### config.mk
export PLATFORM = sky130hd
export DESIGN_NAME = atcc_timer_cross
export DESIGN_NICKNAME = d
export VERILOG_FILES = /design/src/common/atcc_pkg.sv /design/src/logic/atcc_hold_reg.sv /design/src/logic/atcc_timer_cross.sv
export SDC_FILE = /design/constraint.sdc
export NUM_CORES = 1
export LEC_CHECK = 0
export BUFFER_PORTS_ARGS = -buffer_cell sky130_fd_sc_hd__buf_2
export CAP_MARGIN = 20
export CORE_MARGIN = 2
export CORE_UTILIZATION = 45
export CTS_BUF_LIST = sky130_fd_sc_hd__clkbuf_16
export CTS_CLUSTER_DIAMETER = 80
export DETAILED_ROUTE_END_ITERATION = 8
export HOLD_SLACK_MARGIN = 0.12
export REMOVE_ABC_BUFFERS = 1
export SLEW_MARGIN = 20
export SYNTH_ARGS = -nofsm -noshare
export SYNTH_HDL_FRONTEND = slang
export SYNTH_SLANG_ARGS = --single-unit
### constraint.sdc
create_clock -name clk_sys -period 3.67 [get_ports clk_sys]
set_input_delay 0.5505 -clock clk_sys [delete_from_list [all_inputs] [get_ports clk_sys]]
set_output_delay 0.5505 -clock clk_sys [all_outputs]
set_load 0.02 [all_outputs]
### src/common/atcc_pkg.sv
// Constants and types for the asynchronous timer clock crossing
// What this block does
// RULE1: Software disables irqs before changing clock source
// RULE2: Processor clock above four times oscillator
// RULE3: Async writes commit after two oscillator edges
// RULE4: Each register has its own holding register
// RULE5: No rewrite while holding register is pending
// RULE6: Status shows per-register update-busy flags
// RULE7: Pending count or compare write suppresses match
// RULE8: Wait for busy clear before power-save
// RULE9: Interrupt logic rearms after one oscillator cycle
// RULE10: Oscillator runs except power-down and standby
// RULE11: Wait one second for oscillator start
// RULE12: Registers invalid after power-down or standby
// RULE13: Wake-up starts on next timer clock
// RULE14: Counter reads from copy refreshed per edge
// RULE15: Write, wait busy, then read counter
// RULE16: Flag sync takes three cycles plus one
// RULE17: Compare pin changes in timer domain
// RULE18: Source defaults to system clock, async bit
// RULE19: Async bit detaches both oscillator pins
// RULE20: Prescaler taps 8 to 1024, direct, stop
// RULE21: Prescaler reset bit resets the prescaler
// RULE22: Use a crystal, not external clock
// RULE23: Clock select zero stops, ascending taps
// RULE24: Busy set by write, cleared by transfer
// RULE25: Prescaler reset bit clears itself afterwards
package atcc_pkg;

  // ----------------------------------------------------------------
  // Register map and field layout
  // ----------------------------------------------------------------
  localparam int ADDR_W = 3;
  localparam int DATA_W = 8;
  localparam logic [ADDR_W-1:0] OFS_CONTROL = 3'h0;
  localparam logic [ADDR_W-1:0] OFS_COUNT = 3'h1;
  localparam logic [ADDR_W-1:0] OFS_COMPARE = 3'h2;
  localparam logic [ADDR_W-1:0] OFS_STATUS = 3'h3;
  localparam logic [ADDR_W-1:0] OFS_SPECIAL = 3'h4;
  localparam logic [ADDR_W-1:0] OFS_IRQ = 3'h5;
  localparam int BIT_CTRL_BUSY = 0;
  localparam int BIT_CMP_BUSY = 1;
  localparam int BIT_CNT_BUSY = 2;
  localparam int BIT_ASYNC_SEL = 3;
  localparam int BIT_PSR = 0;
  localparam int BIT_OVF_EN = 0;
  localparam int BIT_CMP_EN = 1;
  localparam int BIT_OVF_FLAG = 2;
  localparam int BIT_CMP_FLAG = 3;
  localparam int CS_LSB = 0;
  localparam int COM_LSB = 4;
  localparam logic [DATA_W-1:0] RESET_VALUE = 8'h00;

  // ----------------------------------------------------------------
  // Counts
  // ----------------------------------------------------------------
  localparam int HOLD_COUNT = 3;
  localparam int COMMIT_EDGES = 2;
  localparam int FLAG_SYNC_CYCLES = 3;
  localparam int PRESCALE_W = 10;

  // Sleep modes reported by the power manager
  typedef enum logic [2:0] {
    ATCC_ACTIVE = 3'h0,
    ATCC_IDLE = 3'h1,
    ATCC_POWER_SAVE = 3'h3,
    ATCC_EXT_STANDBY = 3'h2,
    ATCC_POWER_DOWN = 3'h6,
    ATCC_STANDBY = 3'h7
  } atcc_sleep_t;

  // Register bus request
  typedef struct packed {
    logic wr;
    logic rd;
    logic [ADDR_W-1:0] addr;
    logic [DATA_W-1:0] wdata;
  } atcc_req_t;

endpackage : atcc_pkg

### src/logic/atcc_hold_reg.sv
// Holding register with update-busy flag for one asynchronous register
`timescale 1ns/1ps
module atcc_hold_reg #(
  parameter int WIDTH = 8
) (
  // Clock and reset
  input wire logic clk_sys,
  input wire logic rst,
  // Processor side
  input wire logic load,
  input wire logic [WIDTH-1:0] load_data,
  input wire logic async_mode,
  // Timer side
  input wire logic osc_rise,
  output logic busy,
  output logic commit,
  output logic [WIDTH-1:0] hold_data
);
  import atcc_pkg::*;

  logic busy_ff;
  logic commit_ff;
  logic [1:0] edge_cnt_ff;
  logic [WIDTH-1:0] data_ff;

  initial begin
    if (WIDTH < 1) $error("atcc_hold_reg: WIDTH must be positive");
  end

  // Capture written value
  always_ff @(posedge clk_sys or posedge rst) begin
    if (rst) begin
      data_ff <= '0;
    end else if (load) begin
      data_ff <= load_data;
    end
  end

  // Busy and commit after two oscillator edges in async mode, commit on the next cycle otherwise
  always_ff @(posedge clk_sys or posedge rst) begin
    if (rst) begin
      busy_ff <= 1'b0;
      commit_ff <= 1'b0;
      edge_cnt_ff <= 2'h0;
    end else begin
      commit_ff <= 1'b0;
      if (load && async_mode) begin
        busy_ff <= 1'b1; // RULE24
        edge_cnt_ff <= 2'h0;
      end else if (load) begin
        commit_ff <= 1'b1;
      end else if (busy_ff && osc_rise) begin
        if (edge_cnt_ff == 2'(COMMIT_EDGES - 1)) begin
          commit_ff <= 1'b1; // RULE3
          busy_ff <= 1'b0;
        end else begin
          edge_cnt_ff <= edge_cnt_ff + 2'h1;
        end
      end
    end
  end

  // Busy holds until the destination has taken the value
  assign busy = busy_ff | (commit_ff & async_mode); // RULE6
  assign commit = commit_ff;
  assign hold_data = data_ff;
endmodule : atcc_hold_reg

### src/logic/atcc_timer_cross.sv
// Clock source, prescaler and crossing logic of the asynchronous timer
//
// Strobed register access and the placing of the registers are this design's own decisions.
`timescale 1ns/1ps
module atcc_timer_cross (
  // Clock and reset
  input wire logic clk_sys,
  input wire logic rst,
  // Register bus
  input wire atcc_pkg::atcc_req_t bus_req,
  output logic [atcc_pkg::DATA_W-1:0] bus_rdata,
  // Power manager
  input wire atcc_pkg::atcc_sleep_t sleep_mode,
  output logic wake_req,
  output logic osc_run,
  // Oscillator pins
  input wire logic osc_in_pin,
  output logic osc_out_pin_o,
  output logic osc_out_pin_oe,
  output logic osc_pins_detached,
  // Compare output and interrupt requests
  output logic compare_output_pin,
  output logic compare_irq,
  output logic overflow_irq
);
  import atcc_pkg::*;

  // ----------------------------------------------------------------
  // Helpers
  // ----------------------------------------------------------------
  // Prescaler tap for a clock select code
  function automatic logic tap_hit(input logic [2:0] cs, input logic [PRESCALE_W-1:0] pre);
    logic hit;
    hit = 1'b0;
    case (cs)
      3'd1: hit = 1'b1;
      3'd2: hit = &pre[2:0];
      3'd3: hit = &pre[4:0];
      3'd4: hit = &pre[5:0];
      3'd5: hit = &pre[6:0];
      3'd6: hit = &pre[7:0];
      3'd7: hit = &pre[9:0];
      default: hit = 1'b0;
    endcase
    return hit;
  endfunction : tap_hit

  // Write strobe for one register
  function automatic logic wr_at(input atcc_req_t r, input logic [ADDR_W-1:0] ofs);
    return r.wr && (r.addr == ofs);
  endfunction : wr_at

  // ----------------------------------------------------------------
  // Declarations
  // ----------------------------------------------------------------
  logic osc_meta_ff;
  logic osc_sync_ff;
  logic osc_prev_ff;
  logic osc_rise;
  logic async_sel_ff;
  logic psr_ff;
  logic [PRESCALE_W-1:0] prescale_ff;
  logic src_tick;
  logic count_tick;
  logic [DATA_W-1:0] count_ff;
  logic [DATA_W-1:0] compare_ff;
  logic [DATA_W-1:0] control_ff;
  logic [DATA_W-1:0] count_copy_ff;
  logic [HOLD_COUNT-1:0] busy;
  logic [HOLD_COUNT-1:0] commit;
  logic [HOLD_COUNT-1:0] load;
  logic [DATA_W-1:0] hold_data [HOLD_COUNT];
  logic cmp_event;
  logic ovf_event;
  logic [FLAG_SYNC_CYCLES-2:0] cmp_sr_ff;
  logic [FLAG_SYNC_CYCLES-2:0] ovf_sr_ff;
  logic cmp_flag_ff;
  logic ovf_flag_ff;
  logic cmp_en_ff;
  logic ovf_en_ff;
  logic oc_ff;
  logic wake_pend_ff;
  logic wake_req_ff;
  logic rearm_ff;
  logic light_sleep;
  logic [DATA_W-1:0] rdata_ff;
  logic [DATA_W-1:0] nxt_rdata;

  // ----------------------------------------------------------------
  // Oscillator pin and clock source
  // ----------------------------------------------------------------
  // Two-flop synchroniser, then edge detect on the second stage
  always_ff @(posedge clk_sys or posedge rst) begin
    if (rst) begin
      osc_meta_ff <= 1'b0;
      osc_sync_ff <= 1'b0;
      osc_prev_ff <= 1'b0;
    end else begin
      osc_meta_ff <= osc_in_pin;
      osc_sync_ff <= osc_meta_ff;
      osc_prev_ff <= osc_sync_ff;
    end
  end

  // Rising oscillator edge only counts in async mode
  assign osc_rise = async_sel_ff & osc_sync_ff & ~osc_prev_ff;

  // Source is the system clock unless async is selected
  assign src_tick = async_sel_ff ? osc_rise : 1'b1; // RULE18

  // Pins leave the port while async is selected
  assign osc_pins_detached = async_sel_ff; // RULE19
  assign osc_out_pin_o = 1'b0;
  assign osc_out_pin_oe = 1'b0;

  // Oscillator runs only with async selected, and stops in power-down and standby
  assign osc_run = async_sel_ff && (sleep_mode != ATCC_POWER_DOWN)
                   && (sleep_mode != ATCC_STANDBY); // RULE10

  // Async select bit
  always_ff @(posedge clk_sys or posedge rst) begin
    if (rst) begin
      async_sel_ff <= 1'b0; // RULE18
    end else if (wr_at(bus_req, OFS_STATUS)) begin
      async_sel_ff <= bus_req.wdata[BIT_ASYNC_SEL];
    end
  end

  // ----------------------------------------------------------------
  // Prescaler
  // ----------------------------------------------------------------
  // Reset bit clears once the reset has been applied
  always_ff @(posedge clk_sys or posedge rst) begin
    if (rst) begin
      psr_ff <= 1'b0;
    end else if (wr_at(bus_req, OFS_SPECIAL) && bus_req.wdata[BIT_PSR]) begin
      psr_ff <= 1'b1;
    end else begin
      psr_ff <= 1'b0; // RULE25
    end
  end

  // Free-running divider on the source clock
  always_ff @(posedge clk_sys or posedge rst) begin
    if (rst) begin
      prescale_ff <= '0;
    end else if (psr_ff) begin
      prescale_ff <= '0; // RULE21
    end else if (src_tick) begin
      prescale_ff <= prescale_ff + PRESCALE_W'(1);
    end
  end

  // Counting clock from the selected tap
  assign count_tick = src_tick
    && tap_hit(control_ff[CS_LSB +: 3], prescale_ff); // RULE20 RULE23

  // ----------------------------------------------------------------
  // Holding registers
  // ----------------------------------------------------------------
  assign load[0] = wr_at(bus_req, OFS_CONTROL);
  assign load[1] = wr_at(bus_req, OFS_COMPARE);
  assign load[2] = wr_at(bus_req, OFS_COUNT);

  // One independent holding register per destination
  for (genvar i = 0; i < HOLD_COUNT; i++) begin : g_hold
    atcc_hold_reg #(.WIDTH(DATA_W)) u_hold ( // RULE4
      .clk_sys(clk_sys),
      .rst(rst),
      .load(load[i]),
      .load_data(bus_req.wdata),
      .async_mode(async_sel_ff),
      .osc_rise(osc_rise),
      .busy(busy[i]),
      .commit(commit[i]),
      .hold_data(hold_data[i])
    );
  end

  // Control and compare destinations
  always_ff @(posedge clk_sys or posedge rst) begin
    if (rst) begin
      control_ff <= RESET_VALUE;
      compare_ff <= RESET_VALUE;
    end else begin
      if (commit[0]) begin
        control_ff <= {1'b0, hold_data[0][DATA_W-2:0]}; // RULE3
      end
      if (commit[1]) begin
        compare_ff <= hold_data[1]; // RULE3
      end
    end
  end

  // Counter, a committed write wins over counting
  always_ff @(posedge clk_sys or posedge rst) begin
    if (rst) begin
      count_ff <= RESET_VALUE;
    end else if (commit[2]) begin
      count_ff <= hold_data[2]; // RULE3
    end else if (count_tick) begin
      count_ff <= count_ff + 8'h01;
    end
  end

  // ----------------------------------------------------------------
  // Timer-domain events and compare pin
  // ----------------------------------------------------------------
  // Match is blocked while compare or count writes are pending
  assign cmp_event = count_tick && (count_ff == compare_ff)
                     && !busy[1] && !busy[2]; // RULE7
  assign ovf_event = count_tick && (count_ff == 8'hFF);

  // Compare pin acts on the timer tick, not resynchronised
  always_ff @(posedge clk_sys or posedge rst) begin
    if (rst) begin
      oc_ff <= 1'b0;
    end else if (cmp_event) begin
      unique case (control_ff[COM_LSB +: 2]) // RULE17
        2'b01: oc_ff <= ~oc_ff;
        2'b10: oc_ff <= 1'b0;
        2'b11: oc_ff <= 1'b1;
        2'b00: oc_ff <= oc_ff;
      endcase
    end
  end

  assign compare_output_pin = oc_ff;

  // ----------------------------------------------------------------
  // Counter read copy
  // ----------------------------------------------------------------
  // Refreshed on each oscillator edge in async mode, every cycle otherwise; stale until then after wake
  always_ff @(posedge clk_sys or posedge rst) begin
    if (rst) begin
      count_copy_ff <= RESET_VALUE;
    end else if (!async_sel_ff || osc_rise) begin
      count_copy_ff <= count_ff; // RULE14
    end
  end

  // ----------------------------------------------------------------
  // Interrupt flags
  // ----------------------------------------------------------------
  // Flag delay stages, bypassed in synchronous mode
  always_ff @(posedge clk_sys or posedge rst) begin
    if (rst) begin
      cmp_sr_ff <= '0;
      ovf_sr_ff <= '0;
    end else begin
      cmp_sr_ff <= {cmp_sr_ff[FLAG_SYNC_CYCLES-3:0], cmp_event}; // RULE16
      ovf_sr_ff <= {ovf_sr_ff[FLAG_SYNC_CYCLES-3:0], ovf_event}; // RULE16
    end
  end

  // Sticky flags, a set beats a clear in the same cycle
  always_ff @(posedge clk_sys or posedge rst) begin
    if (rst) begin
      cmp_flag_ff <= 1'b0;
      ovf_flag_ff <= 1'b0;
    end else begin
      if (async_sel_ff ? cmp_sr_ff[FLAG_SYNC_CYCLES-2] : cmp_event) begin
        cmp_flag_ff <= 1'b1;
      end else if (wr_at(bus_req, OFS_IRQ) && bus_req.wdata[BIT_CMP_FLAG]) begin
        cmp_flag_ff <= 1'b0;
      end
      if (async_sel_ff ? ovf_sr_ff[FLAG_SYNC_CYCLES-2] : ovf_event) begin
        ovf_flag_ff <= 1'b1;
      end else if (wr_at(bus_req, OFS_IRQ) && bus_req.wdata[BIT_OVF_FLAG]) begin
        ovf_flag_ff <= 1'b0;
      end
    end
  end

  // Interrupt enables
  always_ff @(posedge clk_sys or posedge rst) begin
    if (rst) begin
      cmp_en_ff <= 1'b0;
      ovf_en_ff <= 1'b0;
    end else if (wr_at(bus_req, OFS_IRQ)) begin
      cmp_en_ff <= bus_req.wdata[BIT_CMP_EN];
      ovf_en_ff <= bus_req.wdata[BIT_OVF_EN];
    end
  end

  assign compare_irq = cmp_flag_ff & cmp_en_ff;
  assign overflow_irq = ovf_flag_ff & ovf_en_ff;

  // ----------------------------------------------------------------
  // Wake-up from light sleep
  // ----------------------------------------------------------------
  assign light_sleep = (sleep_mode == ATCC_POWER_SAVE) || (sleep_mode == ATCC_EXT_STANDBY);

  // Wake starts on the next oscillator edge, then rearms an edge later
  always_ff @(posedge clk_sys or posedge rst) begin
    if (rst) begin
      wake_pend_ff <= 1'b0;
      wake_req_ff <= 1'b0;
      rearm_ff <= 1'b1;
    end else begin
      wake_req_ff <= 1'b0;
      if (light_sleep && async_sel_ff && rearm_ff
          && ((cmp_event && cmp_en_ff) || (ovf_event && ovf_en_ff))) begin
        wake_pend_ff <= 1'b1;
      end
      if (wake_pend_ff && osc_rise) begin
        wake_req_ff <= 1'b1; // RULE13
        wake_pend_ff <= 1'b0;
        rearm_ff <= 1'b0;
      end else if (!rearm_ff && osc_rise) begin
        rearm_ff <= 1'b1; // RULE9
      end
    end
  end

  assign wake_req = wake_req_ff;

  // ----------------------------------------------------------------
  // Register read
  // ----------------------------------------------------------------
  // Read mux, unmapped addresses return zero
  always_comb begin
    nxt_rdata = '0;
    case (bus_req.addr)
      OFS_CONTROL: nxt_rdata = control_ff;
      OFS_COUNT: nxt_rdata = count_copy_ff; // RULE14
      OFS_COMPARE: nxt_rdata = compare_ff;
      OFS_STATUS: nxt_rdata = {4'h0, async_sel_ff, busy[2], busy[1], busy[0]}; // RULE6
      OFS_SPECIAL: nxt_rdata = {7'h00, psr_ff};
      OFS_IRQ: nxt_rdata = {4'h0, cmp_flag_ff, ovf_flag_ff, cmp_en_ff, ovf_en_ff};
      default: nxt_rdata = '0;
    endcase
  end

  // Read data one cycle after the strobe, only then
  always_ff @(posedge clk_sys or posedge rst) begin
    if (rst) begin
      rdata_ff <= '0;
    end else begin
      rdata_ff <= bus_req.rd ? nxt_rdata : '0;
    end
  end

  assign bus_rdata = rdata_ff;
endmodule : atcc_timer_cross
==> results of run 1 <==
where the power goes:
part,switching (mW),internal (mW),leakage [nW]
logic,0.471,0.414,1.03
clock network,0.417,0.525,0.144
registers,0.353,1.43,1.27
flip-flops by register name, summed over array words and instances (netlist names), 2 cells and up:
name,count
g_hold.u_hold.hold_data,23
prescale_ff,10
bus_rdata,8
compare_ff,8
count_copy_ff,8
count_ff,8
control_ff,7
g_hold.u_hold.edge_cnt_ff,6
g_hold.u_hold.busy_ff,3
g_hold.u_hold.commit,3
cmp_sr_ff,2
ovf_sr_ff,2
kinds of logic (layout without fill, tap and decap cells):
logic type | count (synthesis) | count (layout) | share of synthesized area
AO/OA/AOI/OAI | 77 | 77 | 0.1084
AND/OR/NAND/NOR | 203 | 203 | 0.2019
adder cells (fa/ha/maj) | 6 | 6 | 0.01598
multiplexers | 31 | 31 | 0.07537
flip-flops | 101 | 101 | 0.5382
XOR/XNOR | 15 | 15 | 0.02796
buffers and inverters | 35 | 63 | 0.03142
other | 1 | 2 | 0.0007982
stage by stage:
| step | total power [mW] | setup WS, ns |
|---|---|---|
| floorplan | 2.353 | 0.4740 |
| global placement | 2.639 | 1.413 |
| detailed placement | 2.676 | 1.413 |
| CTS | 3.627 | 1.412 |
| global route | 3.853 | 1.246 |
| finish | 3.609 | 1.393 |
placed cells by master (no fill, tap or decap), types with 7 or more instances in the layout:
cell type / n
nand2_1: 104
dfrtp_1: 100
buf_2: 31
nor2_1: 25
mux2_2: 25
o21ai_0: 24
nand3_1: 20
a21oi_1: 15
inv_1: 11
xnor2_1: 10
nor2b_1: 9
clkbuf_16: 9
nand4_1: 7
path summary, 6_finish.rpt:
kind / start / end / depth (start not counted)
max in group asynchronous: rst / rearm_ff$_DFFE_PP1P_ / 3
worst min register to register: ovf_sr_ff[0]$_DFF_PP0_ / ovf_sr_ff[1]$_DFF_PP0_ / 0
worst max-delay path: osc_pins_detached$_DFFE_PP0P_ / count_ff[0]$_DFFE_PP0P_ / 5
min in group clk_sys: osc_in_pin / osc_meta_ff$_DFF_PP0_ / 1
worst min-delay path: rst / g_hold[0].u_hold.commit$_DFF_PP0_ / 2
worst max register to register: osc_pins_detached$_DFFE_PP0P_ / count_ff[0]$_DFFE_PP0P_ / 5
layer usage:
layer | global-route usage | up-vias
met4 | 0.07613 | 0
li1 | - | 1661
met1 | 0.3026 | 1689
met3 | 0.04537 | 18
met5 | 0 | -
met2 | 0.3242 | 119
worst reg2reg max path, delay by kind of cell (launching register included):
family	cells	cell delay, ns
buf+inv	2	0.59
simple gates	2	0.64
compound gates	1	0.30
flops	1	0.62
final cells by class:
type                       count  area (um^2)  share of cell area
clock inverter                 7        67.56             0.01286
sequential                   101         2529              0.4813
timing repair buffer          36        192.7             0.03668
inverter                      11        43.79            0.008335
clock buffer                   9        225.2             0.04287
tap                          136        170.2             0.03239
multi-input combinational    334         2026              0.3856
==> summary.md, run 1 <==
| Metric | Value |
|---|---|
| Status | `finished, final reports clean` |
| Commonest cells post-synth | `nand2_1 (104), dfrtp_1 (100), mux2_2 (25), nor2_1 (25), o21ai_0 (24)` |
| Detail Route Antenna Nets | `0` |
| Vias | `approximately 3500` |
| Pwr dens | `a little under 700 nW/um^2` |
| Hold Fails Final Rpt | `0` |
| CTS Buf Count | `9` |
| Post-route clock period utilization | `0.6205` |
| Final non-filler cell total | `around 630` |
| Row cnt | `37` |
| Layout area overhead | `11.82%` |
| Max Slew Vio Count | `0` |
| Post-synthesis sequential area ratio | `0.5382` |
| Layout cells sized above 1 | `0.1687` |
| Worst Hold Class | `input port to asynchronous set/reset pin` |
| Dpl hpwl | `between 7 and 8 mm` |
| Uppermost layer routed | `met4` |
| WP data required | `3.90 ns` |
| Via/cell ratio | `5.500` |
| Most numerous cell in the Yosys netlist | `nand2_1` |
| CTS clk-pin slew, worst paths | `around 0.07 ns` |
| Worst Path Max Fanout | `15` |
| Drt drc | `0` |
| Area contributors post-synth | `dfrtp_1 (53%), nand2_1 (8.3%), mux2_2 (6.0%)` |
| Wirelength per Cell | `approximately 17 um` |
| Util after Layout | `0.5135` |
| CTS tree | `built` |
| CTS Buffer Depth | `2` |
| Die width | `about 110 um` |
| RSZ-0062 raised after global routing | `no` |
| Postcts setup bufs | `0` |
| Critical-path cell list | `inv_1, nor2_1, buf_4, nor4_1, a221o_1` |
| Met3 Routed Length | `around 560 um` |
| Post-synth top area share | `0.5326` |
| Post-Synthesis Cell Area | `4698 um^2` |
| Core box area | `around 10000 um^2` |
| Placed instance area | `between 4000 and 5000 um^2` |
| Fill cells | `between 900 and 1000` |
| Cell family with most CP delay | `simple AND/OR/NAND/NOR gates` |
| Routability Congestion | `around 0.79` |
| Prevailing post-synth register cell | `dfrtp_1` |
| Max-Cap Viols | `0` |
| Synth Warn # | `0` |
| Fin nets | `518` |
| CTS Root Cell | `clkbuf_16` |
| Startpoint Class | `register` |
| Post-synthesis instance total | `about 470` |
| Post-synth EDFFs | `0` |
| Drt pass-1 iters | `7` |
| Syn_area_per_cell | `around 10 um^2` |
| Initial antenna violation count | `0` |
| # port buffers | `31` |
| Number of synthesized register bits | `101` |
| Met2 WL | `roughly 5.0 mm` |
| First-pass GRT wire length | `roughly 18 mm` |
| Gr ovfl total | `0` |
| DIE HEIGHT | `approximately 110 um` |
| Arrival @ worst endpoint | `2.51 ns` |
| Clk_lat worst skew | `about 0.35 ns` |
| Min Tclk post-route | `~2.3 ns` |
| Post-CTS sizing | `0` |
| Leakage | `~2.4 nW` |
| Clk sinks | `101` |
| Hold buffers post-CTS | `0` |
| Total track usage | `0.2133` |
| Achievable frequency | `approximately 440 MHz` |
| R2R setup slack | `about 1.4 ns` |
| WHS | `approximately 0.28 ns` |
| Die ar. | `about 11000 um^2` |
| Critical path buffer and inverter count | `2` |
| VDD IR-drop max | `0.0002497 V` |
| Final Cell Area | `roughly 5300 um^2` |
| CP Capture Type | `register` |
| Largest net degree at the start of global routing | `53` |
| Initial core utilization | `0.4592` |
| # setup viols final | `0` |
| Critical path type | `register to register` |
| Detailed Route WL | `10.87 mm` |
| CTS H-tree lvls | `3` |
| Met1 Wirelength | `roughly 5 mm` |
| Clock Skew | `between 0.005 and 0.006 ns` |
| Async set-or-reset flop fraction in the synthesized netlist | `1.000` |
| Largest stage delay on the critical path | `between 0.6 and 0.7 ns` |
| Slowest cell on the critical path | `dfrtp_1` |
| Synth cell types | `57` |
| Rel. slew slack | `0.4566` |
| Initial DRC count | `219` |
| Placed cells | `between 600 and 700` |
| Area leader, netlist | `dfrtp_1` |
| Number of global-route vias before repair | `between 3000 and 4000` |
| ANT cells | `0` |
| Setup TNS | `0 ns` |
| # IOs | `35` |
| Worst Tran Pin Value | `0.8137 ns` |
No activity file was read; power rests on OpenSTA's default activity.
==> run 2: changes to the inputs <==
clock period = 2.3 ns   (was 3.67 ns; I/O delays follow)
==> run 2 against run 1 <==
Effect of this change:
- critical path depth is 2 higher
- count of clock-buffer cells in the layout stayed put
- sequential share of layout area is 0.82 points lower
- combinational power is 67% higher
- final area is 1.7% higher
- final cell count is 1.9% higher
- via count is 0.83% higher
- largest power group unchanged
==> summary.md, run 2 (synthesis gave the netlist of run 1 again) <==
| Metric | Value |
|---|---|
| Worst Tran Pin Value | `0.5211 ns` |
| # port buffers | `31` |
| WHS | `0.1957 ns` |
| Worst reg2reg path endpoint | `count_ff[5]$_DFFE_PP0P_` |
| Clk sinks | `slightly above 100` |
| Min Tclk post-route | `2.025 ns` |
| First-pass GRT wire length | `between 15 and 20 mm` |
| Layout cells sized above 1 | `0.1863` |
| Switch Pwr | `slightly below 2 mW` |
| Final Cell Area | `between 5000 and 6000 um^2` |
| CTS H-tree lvls | `3` |
| R2R setup slack | `about 0.28 ns` |
| Hold Fails Final Rpt | `0` |
| WP data required | `roughly 2.6 ns` |
| Die width | `between 100 and 150 um` |
| CP Capture Type | `register` |
| Layout area overhead | `13.77%` |
| Startpoint Class | `register` |
| FF-to-FF path depth | `7` |
| Initial core utilization | `0.4592` |
| Final non-filler cell total | `around 650` |
| Achievable frequency | `slightly below 500 MHz` |
| Cell family with most CP delay | `simple AND/OR/NAND/NOR gates` |
| Comb power frac | `0.259` |
| Largest net degree at the start of global routing | `46` |
| Clock Skew | `between 0.008 and 0.009 ns` |
| Worst Path Max Fanout | `13` |
| Initial DRC count | `216` |
| CTS clk-pin slew, worst paths | `0.07 ns` |
| Flop pwr share | `0.492` |
| Setup WS post-layout | `around 0.28 ns` |
| Leakage | `about 2.5 nW` |
| Vias | `3516` |
| Max Slew Vio Count | `0` |
| Routability Congestion | `around 0.85` |
| Number of global-route vias before repair | `approximately 3500` |
| Hold EP | `g_hold[2].u_hold.hold_data[7]$_DFFE_PP0P_` |
| Drt pass-1 iters | `4` |
| # setup viols final | `0` |
| Internal power | `roughly 3.7 mW` |
| Critical-path cell list | `ha_1, nand3_1, a2111oi_4, a211oi_2, buf_4, or4_1, a31oi_1` |
| Dpl hpwl | `7.825 mm` |
| Most frequent cells in the layout | `nand2_1 (104), dfrtp_1 (100), buf_2 (31)` |
| Max-Cap Viols | `0` |
| DIE HEIGHT | `around 110 um` |
| Max reg flops | `23` |
| ANT cells | `0` |
| Fin nets | `530` |
| Hold path cells | `3` |
| Drt drc | `0` |
| Largest stage delay on the critical path | `roughly 0.46 ns` |
| Detailed Route WL | `10.98 mm` |
| Total track usage | `0.2126` |
| VDD IR-drop max | `between 0.0005 and 0.0006 V` |
| Status | `finished, final reports clean` |
| Slowest cell on the critical path | `or4_1` |
| Pre-CTS setup slack | `between 0.2 and 0.3 ns` |
| Pwr dens | `1067 nW/um^2` |
| Critical path buffer and inverter count | `1` |
| Row cnt | `37` |
| Die ar. | `11270 um^2` |
| Initial antenna violation count | `0` |
| Wirelength per Cell | `about 17 um` |
| Most common cell after layout, fill and taps aside | `nand2_1` |
| FF-to-FF Start | `prescale_ff[0]$_DFFE_PP0P_` |
| # IOs | `35` |
| Clk_lat worst skew | `between 0.3 and 0.4 ns` |
| CTS Buffer Depth | `2` |
| RSZ-0062 raised after global routing | `no` |
| Placed cells | `628` |
| Critical path type | `register to register` |
| Via/cell ratio | `around 5.4` |
| Detail Route Antenna Nets | `0` |
| CTS tree | `built` |
| Worst Hold Class | `input port to register` |
| Postcts setup bufs | `0` |
| Gr ovfl total | `0` |
| Rel. slew slack | `0.6517` |
| Core box area | `~10000 um^2` |
| Switching Share | `0.3476` |
| Clock share of power | `0.248` |
| Post-route clock period utilization | `0.8803` |
| CTS Root Cell | `clkbuf_16` |
| Hold path startpoint | `bus_req[7]` |
| CTS Buf Count | `9` |
| Placed instance area | `slightly above 5000 um^2` |
| Arrival @ worst endpoint | `around 2.3 ns` |
run 2: worst max-delay path by stage:
stage	slack (ns)	start	depth (start not counted)	endpoint
floorplan	-0.69	rst	1	bus_rdata[0]$_DFF_PP0_
finish	0.28	prescale_ff[0]$_DFFE_PP0P_	7	count_ff[5]$_DFFE_PP0P_
global route	0.11	prescale_ff[0]$_DFFE_PP0P_	7	count_ff[5]$_DFFE_PP0P_
global placement	0.32	prescale_ff[0]$_DFFE_PP0P_	7	count_ff[6]$_DFFE_PP0P_
detailed placement	0.27	prescale_ff[0]$_DFFE_PP0P_	7	count_ff[5]$_DFFE_PP0P_
CTS	0.25	prescale_ff[0]$_DFFE_PP0P_	7	count_ff[5]$_DFFE_PP0P_
run 2: final cells by class:
class,instances,area (um^2)
repair buffers,48,300.3
well taps,136,170.2
inverters,11,43.79
clock buffers,9,225.2
flip-flops and latches,101,2529
clock inverters,7,51.30
multi-input cells,334,2026
fillers,958,4886
run 2: metal layers:
layer / vias up / global-route usage / part of all wire
met3: 13 / 0.04169 / 0.050
met1: 1735 / 0.2953 / 0.47
met2: 86 / 0.3329 / 0.47
li1: 1682 / - / -
met5: - / 0 / 0
met4: 0 / 0.07613 / 0.015
run 2: stage by stage:
step / utilization / total power [mW] / TNS (ns)
3_3_place_gp: 0.4935 / 4.257 / 0
6_report: 0.5224 / 5.701 / 0
2_1_floorplan: - / 3.754 / -69.05
4_1_cts: 0.5224 / 5.742 / 0
5_1_grt: 0.5224 / 6.098 / 0
3_5_place_dp: 0.4935 / 4.318 / 0
run 2: power groups by stage:
stage | clock, mW | sequential [mW] | combinational, mW
final | 1.42 | 2.81 | 1.48
after global routing | 1.51 | 2.89 | 1.70
after CTS | 1.45 | 2.81 | 1.49
after detailed placement | 0 | 2.84 | 1.48
after global placement | 0 | 2.83 | 1.43
after floorplan | 0 | 2.70 | 1.06
run 2: timing repair:
action,4_1_cts,5_1_grt
gates resized for setup,0,0
hold buffers,2,0
endpoints found under the hold margin,32,0
run 2: worst min-delay path, stage by stage:
cell,delay (ns)
buf_2,0.09
nand2_1,0.04
nand2_1,0.04
